$ cat src/port_io_pkg.sv
/*
 * Constants for the 8-bit general-purpose port with peripheral routing.
 * Assumes an 8-bit special-function register bus with byte and bit access.
 */
// Contract
// - Written port value held in latch.
// - Normal read returns pin levels.
// - Read-modify-write reads latch, not pins.
// - Bit move, clear, set use latch.
// - Port is byte and bit addressable.
// - Zero drives low; one per output mode.
// - Enabled peripheral signals override latched values.
// - Route register bits enable peripheral signals.
// - Output-mode bit zero open-drain, one push-pull.
package port_io_pkg;
    localparam logic [7:0] SFR_PORT0      = 8'h80;
    localparam logic [7:0] SFR_ROUTE0     = 8'hE1;
    localparam logic [7:0] SFR_OUT_MODE0  = 8'hA4;
    localparam logic [7:0] PORT0_RESET    = 8'hFF;
    localparam logic [7:0] ROUTE0_RESET   = 8'h00;
    localparam logic [7:0] OUT_MODE_RESET = 8'h00;
    localparam logic [7:0] ROUTE0_WMASK   = 8'hFD;
    // Synchroniser value after reset, matching the pulled-up idle pins.
    localparam logic [7:0] PIN_IDLE       = 8'hFF;
    // Read data after reset and whenever no read strobe is present.
    localparam logic [7:0] RDATA_RESET    = 8'h00;
    // Route register field positions.
    localparam int unsigned RT_TIMER2_EXT_INPUT  = 7;
    localparam int unsigned RT_T2    = 6;
    localparam int unsigned RT_T1    = 5;
    localparam int unsigned RT_T0    = 4;
    localparam int unsigned RT_IRQ1  = 3;
    localparam int unsigned RT_IRQ0  = 2;
    localparam int unsigned RT_UART  = 0;
    // Fixed pin assignment of the routed peripheral signals.
    localparam int unsigned PIN_TX   = 0;
    localparam int unsigned PIN_RX   = 1;
    localparam int unsigned PIN_T0   = 2;
    localparam int unsigned PIN_IRQ0 = 3;
    localparam int unsigned PIN_T1   = 4;
    localparam int unsigned PIN_IRQ1 = 5;
    localparam int unsigned PIN_T2   = 6;
    localparam int unsigned PIN_TIMER2_EXT_INPUT = 7;
endpackage

$ cat src/pin_sync.sv
/*
 * Two-stage synchroniser for the eight port pins.
 * Assumes pins are asynchronous to sys_clk_i.
 */
`timescale 1ns/1ps
module pin_sync
    import port_io_pkg::*;
(
    input  wire logic       sys_clk_i,
    input  wire logic       arst_n_i,
    input  wire logic [7:0] pin_i,
    output logic      [7:0] pin_sync_o
);
    typedef struct packed {
        logic [7:0] meta;
        logic [7:0] sync;
    } sync_s;
    sync_s st_ff;
    sync_s nxt_st;

    // The first stage feeds only the second stage.
    always_comb begin
        nxt_st.meta = pin_i;
        nxt_st.sync = st_ff.meta;
    end

    // Pins idle high through weak pull-ups, so reset to ones.
    always_ff @(posedge sys_clk_i or negedge arst_n_i) begin
        if (!arst_n_i) begin
            st_ff <= '{meta: PIN_IDLE, sync: PIN_IDLE};
        end else begin
            st_ff <= nxt_st;
        end
    end

    assign pin_sync_o = st_ff.sync;
endmodule // pin_sync

$ cat src/port_io_latch_and_routing.sv
/*
 * Port 0 data latch, output-mode register and peripheral routing register.
 * Assumes the core drives the register strobes on sys_clk_i and takes read data
 * from a register one cycle after the read strobe.
 */
`timescale 1ns/1ps
module port_io_latch_and_routing
    import port_io_pkg::*;
(
    input  wire logic       sys_clk_i,
    input  wire logic       arst_n_i,
    input  wire logic [7:0] sfr_addr_i,
    input  wire logic       sfr_wr_i,
    input  wire logic       sfr_rd_i,
    input  wire logic       sfr_rmw_i,
    input  wire logic       sfr_bit_i,
    input  wire logic [2:0] sfr_bit_sel_i,
    input  wire logic [7:0] sfr_wdata_i,
    output logic      [7:0] sfr_rdata_o,
    input  wire logic [7:0] pin_i,
    output logic      [7:0] pin_o,
    output logic      [7:0] pin_oe_o,
    input  wire logic       uart_tx_i,
    input  wire logic       timer0_i,
    input  wire logic       timer1_i,
    input  wire logic       timer2_i,
    output logic            uart_rx_o,
    output logic            timer2_ext_input_o,
    output logic            ext_irq0_pin_o,
    output logic            ext_irq1_pin_o,
    output logic      [7:0] route_enable_o
);
    typedef struct packed {
        logic [7:0] port0_data_latch;
        logic [7:0] peripheral_route_enable_0;
        logic [7:0] port0_output_mode;
        logic [7:0] rdata;
    } port_s;
    port_s st_ff;
    port_s nxt_st;
    logic [7:0] pin_s;
    logic [7:0] drv_val;
    logic [7:0] drv_push;

    // Merge one addressed bit into a byte; used only for bit writes to the port latch.
    function automatic logic [7:0] merge_bit(input logic [7:0] base, input logic [2:0] sel,
                                             input logic val);
        logic [7:0] r;
        r = base;
        r[sel] = val;
        return r;
    endfunction

    pin_sync u_sync (
        .sys_clk_i  (sys_clk_i),
        .arst_n_i   (arst_n_i),
        .pin_i      (pin_i),
        .pin_sync_o (pin_s)
    );

    // Register updates and registered read data.
    always_comb begin
        nxt_st = st_ff;
        if (sfr_wr_i) begin
            unique case (sfr_addr_i)
                SFR_PORT0: begin
                    // Bit writes keep the other bits from the latch, never the pins.
                    if (sfr_bit_i) begin
                        nxt_st.port0_data_latch = merge_bit(st_ff.port0_data_latch,
                            sfr_bit_sel_i, sfr_wdata_i[0]);
                    end else begin
                        nxt_st.port0_data_latch = sfr_wdata_i;
                    end
                end
                SFR_ROUTE0: begin
                    nxt_st.peripheral_route_enable_0 = sfr_wdata_i & ROUTE0_WMASK;
                end
                SFR_OUT_MODE0: begin
                    nxt_st.port0_output_mode = sfr_wdata_i;
                end
                default: begin
                end
            endcase
        end
        nxt_st.rdata = 8'h00;
        if (sfr_rd_i) begin
            unique case (sfr_addr_i)
                SFR_PORT0: begin
                    // Read-modify-write sees the latch; plain reads see the pins.
                    nxt_st.rdata = sfr_rmw_i ? st_ff.port0_data_latch : pin_s;
                end
                SFR_ROUTE0:    nxt_st.rdata = st_ff.peripheral_route_enable_0;
                SFR_OUT_MODE0: nxt_st.rdata = st_ff.port0_output_mode;
                default:       nxt_st.rdata = 8'h00;
            endcase
        end
    end

    always_ff @(posedge sys_clk_i or negedge arst_n_i) begin
        if (!arst_n_i) begin
            st_ff <= '{port0_data_latch: PORT0_RESET,
                       peripheral_route_enable_0: ROUTE0_RESET,
                       port0_output_mode: OUT_MODE_RESET,
                       rdata: RDATA_RESET};
        end else begin
            st_ff <= nxt_st;
        end
    end

    // Peripheral outputs override the latch on their claimed pins; inputs
    // such as receive or interrupt pins are forced high and open-drain to float.
    always_comb begin
        drv_val  = st_ff.port0_data_latch;
        drv_push = st_ff.port0_output_mode;
        if (st_ff.peripheral_route_enable_0[RT_UART]) begin
            drv_val[PIN_TX]  = uart_tx_i;
            drv_val[PIN_RX]  = 1'b1;
            drv_push[PIN_RX] = 1'b0;
        end
        if (st_ff.peripheral_route_enable_0[RT_T0])   drv_val[PIN_T0] = timer0_i;
        if (st_ff.peripheral_route_enable_0[RT_T1])   drv_val[PIN_T1] = timer1_i;
        if (st_ff.peripheral_route_enable_0[RT_T2])   drv_val[PIN_T2] = timer2_i;
        if (st_ff.peripheral_route_enable_0[RT_IRQ0]) begin
            drv_val[PIN_IRQ0]  = 1'b1;
            drv_push[PIN_IRQ0] = 1'b0;
        end
        if (st_ff.peripheral_route_enable_0[RT_IRQ1]) begin
            drv_val[PIN_IRQ1]  = 1'b1;
            drv_push[PIN_IRQ1] = 1'b0;
        end
        if (st_ff.peripheral_route_enable_0[RT_TIMER2_EXT_INPUT]) begin
            drv_val[PIN_TIMER2_EXT_INPUT]  = 1'b1;
            drv_push[PIN_TIMER2_EXT_INPUT] = 1'b0;
        end
    end

    // A zero always drives; a one drives only in push-pull mode.
    assign pin_o    = drv_val;
    assign pin_oe_o = ~drv_val | drv_push;

    // Routed inputs read high (inactive) when their route is disabled.
    assign uart_rx_o          = st_ff.peripheral_route_enable_0[RT_UART] ? pin_s[PIN_RX] : 1'b1;
    assign ext_irq0_pin_o     = st_ff.peripheral_route_enable_0[RT_IRQ0] ? pin_s[PIN_IRQ0] : 1'b1;
    assign ext_irq1_pin_o     = st_ff.peripheral_route_enable_0[RT_IRQ1] ? pin_s[PIN_IRQ1] : 1'b1;
    assign timer2_ext_input_o = st_ff.peripheral_route_enable_0[RT_TIMER2_EXT_INPUT] ? pin_s[PIN_TIMER2_EXT_INPUT] : 1'b1;
    assign route_enable_o     = st_ff.peripheral_route_enable_0;
    assign sfr_rdata_o        = st_ff.rdata;
endmodule // port_io_latch_and_routing

$ cat config.mk
export PLATFORM = sky130hd
export DESIGN_NAME = port_io_latch_and_routing
export DESIGN_NICKNAME = d
export VERILOG_FILES = /design/src/port_io_pkg.sv /design/src/pin_sync.sv /design/src/port_io_latch_and_routing.sv
export SDC_FILE = /design/constraint.sdc
export NUM_CORES = 1
export LEC_CHECK = 0
export BUFFER_PORTS_ARGS = -buffer_cell sky130_fd_sc_hd__buf_4
export CORE_MARGIN = 4
export CORE_UTILIZATION = 43
export DETAILED_ROUTE_END_ITERATION = 7
export GPL_TIMING_DRIVEN = 0
export PLACE_DENSITY_LB_ADDON = 0.15
export SLEW_MARGIN = 20
export SYNTH_ARGS = -nofsm -noshare
export SYNTH_HDL_FRONTEND = slang
export SYNTH_HIERARCHICAL = 1
export SYNTH_SLANG_ARGS = --single-unit
$ cat constraint.sdc
create_clock -name sys_clk_i -period 1.2 [get_ports sys_clk_i]
set_clock_uncertainty 0.05 [all_clocks]
set_input_delay 0.18 -clock sys_clk_i [delete_from_list [all_inputs] [get_ports sys_clk_i]]
set_output_delay 0.18 -clock sys_clk_i [all_outputs]
set_load 0.01 [all_outputs]
After elaboration in Yosys (flattened, before gate mapping)
Cells that the tools add are included.
Cells by class
  magnitude comparators: 2
  equal/unequal tests: 3
  mux-type cells: 22
  bitwise operators: 2
  reductions and logical operators: 4
Operators by type and width (number)
  8-bit == test, second input constant: 3
  8-bit two-way mux: 3
  8-bit one-hot mux with 3 select lines: 1
  1-bit two-way mux: 15
  8-bit bitwise mux: 1
  8-bit inverter: 1
  8-bit OR: 1
  2-bit AND reduction: 3
  3-bit by 4-bit less-than comparator with 1-bit output, second input constant: 1
  1-bit demux with 3-bit select: 1
  3-bit by 1-bit greater-or-equal comparator with 1-bit output, second input constant: 1
  2-bit two-way mux: 1
  1-bit logical AND: 1
Storage, ports and cells
  flip-flop bits (word level): 47
  input bits: 37
  output and inout bits: 36
  word-level logic and storage cells: 39

Longest topological paths before layout
  depth after elaboration: 6
  mapped depth: 6
  depth with buffers taken out: 4

Cells and area by module
The synthesis kept the hierarchy.
By module, submodules not included
  port_io_latch_and_routing: instances 1, cells each 187, area each 1865.5 µm², sequential area each 785.8 µm²
  pin_sync: instances 1, cells each 16, area each 420.4 µm², sequential area each 420.4 µm²

Worst setup path before layout
OpenSTA, ideal clock, no wires.
  path kind: input to register
  start point: input sfr_addr_i[1]
  end point: register st_ff[9] (netlist bit)
  library setup time: 125 ps
  data arrival time: 1569 ps
  data required time: 1025 ps
  slack: -544 ps
  cell stages on the path: 5
  buffers on the path: 1
  cell sequence: or4b_1 buf_4 nor3_4 nand2_4 mux2_4
On the way
  word-level cells in the longest chain between the ends: 2
Ends and longest elaborated chain
  start, declared: line port_io_latch_and_routing.sv:12  | input wire logic [7:0] sfr_addr_i,
  8-bit == test: line port_io_latch_and_routing.sv:65  | unique case (sfr_addr_i)
  2-bit AND reduction (no line)
  end signal, assigned: line port_io_latch_and_routing.sv:101  | st_ff <= '{port0_data_latch: PORT0_RESET,
  end signal, assigned: line port_io_latch_and_routing.sv:106  | st_ff <= nxt_st;
  end, declared: line port_io_latch_and_routing.sv:39  | port_s st_ff;
No other way between the ends.
A chain may end at the register's enable or synchronous reset.

Final worst setup path
  start point: register st_ff (netlist bit route_enable_o[4])
  end point: output pin_oe_o[2]
On the way
  word-level cells in the longest chain between the ends: 3
Ends and longest elaborated chain
  1-bit two-way mux: line port_io_latch_and_routing.sv:120  | if (st_ff.peripheral_route_enable_0[RT_T0]) drv_val[PIN_T0] = timer0_i;
  8-bit inverter: line port_io_latch_and_routing.sv:139  | assign pin_oe_o = ~drv_val | drv_push;
  8-bit OR: line port_io_latch_and_routing.sv:139
  end, declared: line port_io_latch_and_routing.sv:22  | output logic [7:0] pin_oe_o,
No other way between the ends.

==> results.json <==
{
  "outcome": "finished, violations left",
  "final_cell_mix": "buf_4, buf_6, dfstp_2",
  "gp_congestion": 0.8428,
  "avgSynthCellArea_um2": 11.26,
  "setup_viol": 55,
  "yosysSeqAreaShare_pct": 52.76,
  "die_area_um2": 6546,
  "start_util_pct": 44.47,
  "fp.coreArea_um2": 5140,
  "fin_crit_sh_pct": 123.1,
  "critical_path.cell_chain": "mux2_4, nand2b_1, buf_4",
  "hold_path_class": "input pin to flop",
  "synth_warnings": 6,
  "grt_max_degree": 48,
  "setup.worst_path.class": "flop to output port",
  "root_buffer": "clkbuf_8",
  "cap_violations": 0,
  "ys_seq_elements": 47,
  "first_global_vias": 1954,
  "clk_pin_slew_worst_paths_ns": 0.08,
  "path_max_fanout": 2,
  "whs_ns": 0.08012,
  "io_pins": 73,
  "slew_headroom_pct": 58.57,
  "clockBufferDepth": 2,
  "p_per_area_nw_per_um2": 941.3,
  "min_period_ns": 1.478,
  "syn-instance-count": 203,
  "h-tree-depth": 2,
  "fp-row-count": 26,
  "slew_violations": 0,
  "chipHeight_um": 80.91,
  "clock.fmax_ghz": 0.6768,
  "die_w_um": 80.91,
  "drt_iter0_markers": 103,
  "num_vias": 1960,
  "synth_fp_nets": 240,
  "synth_area_um2": 2286,
  "finalNonFillerCells": 390,
  "rsz0062_at_grt": "true",
  "cts_buffers": 5,
  "ant_nets": 0,
  "final_common_cell": "buf_4",
  "via_per_inst": 5.026,
  "postLayoutCellArea_um2": 3711,
  "clkLatencyLatePin_ns": 0.30,
  "area_growth_pct": 62.34,
  "synthFlopType": "dfstp_2",
  "place_area_um2": 2928,
  "worst-slew-pin-transition_ns": 0.6215,
  "crit_arrival_ns": 1.25,
  "final.setup.worst_slack_ns": -0.2776,
  "cp.required_ns": 0.97,
  "max-vdd-ir-drop_uv": 727.4,
  "hpwl_um": 3760,
  "startpoint_type": "flop",
  "port_buffers": 68,
  "synthArstFlopShare_pct": 100.0,
  "ys_types": 29,
  "first_pass_iters": 5,
  "cpLargestDelayFamily": "flip-flops",
  "cts_tree": "built",
  "wl_per_cell_um": 15.62,
  "grt_use_total_pct": 18.94,
  "cpPeakStageDelay_ns": 0.44,
  "crit_slowest_cell": "dfrtp_1",
  "num_antenna_cells": 0,
  "overflow": 0,
  "finalPower_mw": 3.493,
  "dp.cells": 341,
  "violations": "negative setup slack",
  "hold_violations": 0,
  "drive_gt1_share_pct": 70.00,
  "cp-end-kind": "output port",
  "synth_edf_count": 0,
  "finalNetCount": 357,
  "drc": 0,
  "wirelength_um": 6093,
  "grt_pass1_wl_um": 9384,
  "leakage_nw": 1.689,
  "clkSinkCount": 47,
  "antenna_found_initial": 0,
  "worst-path-buf-inv": 1,
  "dpl_worst_slack_ns": -0.9147
}
-- Yosys cell counts (5+ instances only) --
master | instances | share of area, %
a21oi_1 | 25 | 5.5
a22oi_1 | 8 | 2.6
buf_4 | 17 | 5.6
clkbuf_1 | 5 | 0.82
dfrtp_1 | 23 | 25
dfstp_2 | 24 | 28
inv_1 | 7 | 1.1
mux2_2 | 27 | 13
nand2_1 | 11 | 1.8
nand2b_1 | 10 | 2.7
nand3_1 | 5 | 1.1
o21ai_0 | 13 | 2.8
or2_2 | 6 | 1.6
-- sequential cells by signal (all words and copies together) (netlist names) --
signal and cells:
drv_push 4, route_enable_o 7, sfr_rdata_o 8, st_ff 12
u_sync/nxt_st 8, u_sync/pin_sync_o 8
-- cells by family after synthesis --
kind of cell / count (synthesis) / synth area share [%]
AO/OA/AOI/OAI: 50 / 12.32
other: 1 / 0.1640
buffers and inverters: 30 / 7.772
multiplexers: 28 / 13.96
flip-flops: 47 / 52.76
AND/OR/NAND/NOR: 47 / 13.03
-- worst paths after layout --
kind	start	to	slack, ns	depth (start not counted)
worst max register to register	st_ff[30]$_DFFE_PN1P_	sfr_rdata_o[6]$_DFF_PN0_	0	4
worst min register to register	u_sync/nxt_st[2]$_DFF_PN1_	u_sync/pin_sync_o[2]$_DFF_PN1_	0.31	0
worst max-delay path	route_enable_o[4]$_DFFE_PN0P_	pin_oe_o[2]	-0.28	3
worst min-delay path	sfr_wdata_i[1]	st_ff[9]$_DFFE_PN0P_	0.08	2
max in group asynchronous	arst_n_i	route_enable_o[0]$_DFFE_PN0P_	0.30	2
min in group asynchronous	arst_n_i	sfr_rdata_o[4]$_DFF_PN0_	0.38	2
-- per-stage QoR --
stage          util (%)  TNS [ns]
2_1_floorplan         -    -11.45
3_3_place_gp      56.96    -22.52
3_5_place_dp      56.96    -22.70
4_1_cts           69.06    -10.73
5_1_grt           72.20    -11.16
6_report          72.20    -9.660
-- timing repair --
item,in CTS,in global routing
gates resized for setup,56,30
hold buffers,9,0
pin swaps,9,14
hold endpoints to repair,31,0
buffers inserted,32,9
endpoints found under the setup margin,58,59
-- per-layer routing --
| layer | routed length, um | track usage [%] | vias up |
|---|---|---|---|
| met5 | 0 | 0 | - |
| met2 | 3063 | 31.77 | 73 |
| met1 | 2497 | 24.31 | 957 |
| met3 | 480 | 4.213 | 6 |
| met4 | 51 | 6.081 | 0 |
| li1 | - | - | 924 |
-- power breakdown --
part           switching [mW]  internal, mW  leakage [nW]
Sequential             0.0488          1.68         0.566
Clock                   0.495         0.611        0.0513
Combinational           0.275         0.382          1.07
Total                   0.819          2.67          1.69
-- area by class of cell --
cell class / count / area (um2)
buffer: 19 / 147.6
clock buffer: 6 / 72.57
clock inverter: 1 / 30.03
fill: 393 / 1429
inverter: 7 / 26.28
multi-input combinational: 126 / 1116
sequential: 47 / 1209
tap: 70 / 87.58
timing repair buffer: 114 / 1022
No activity file was read; power rests on OpenSTA's default activity.
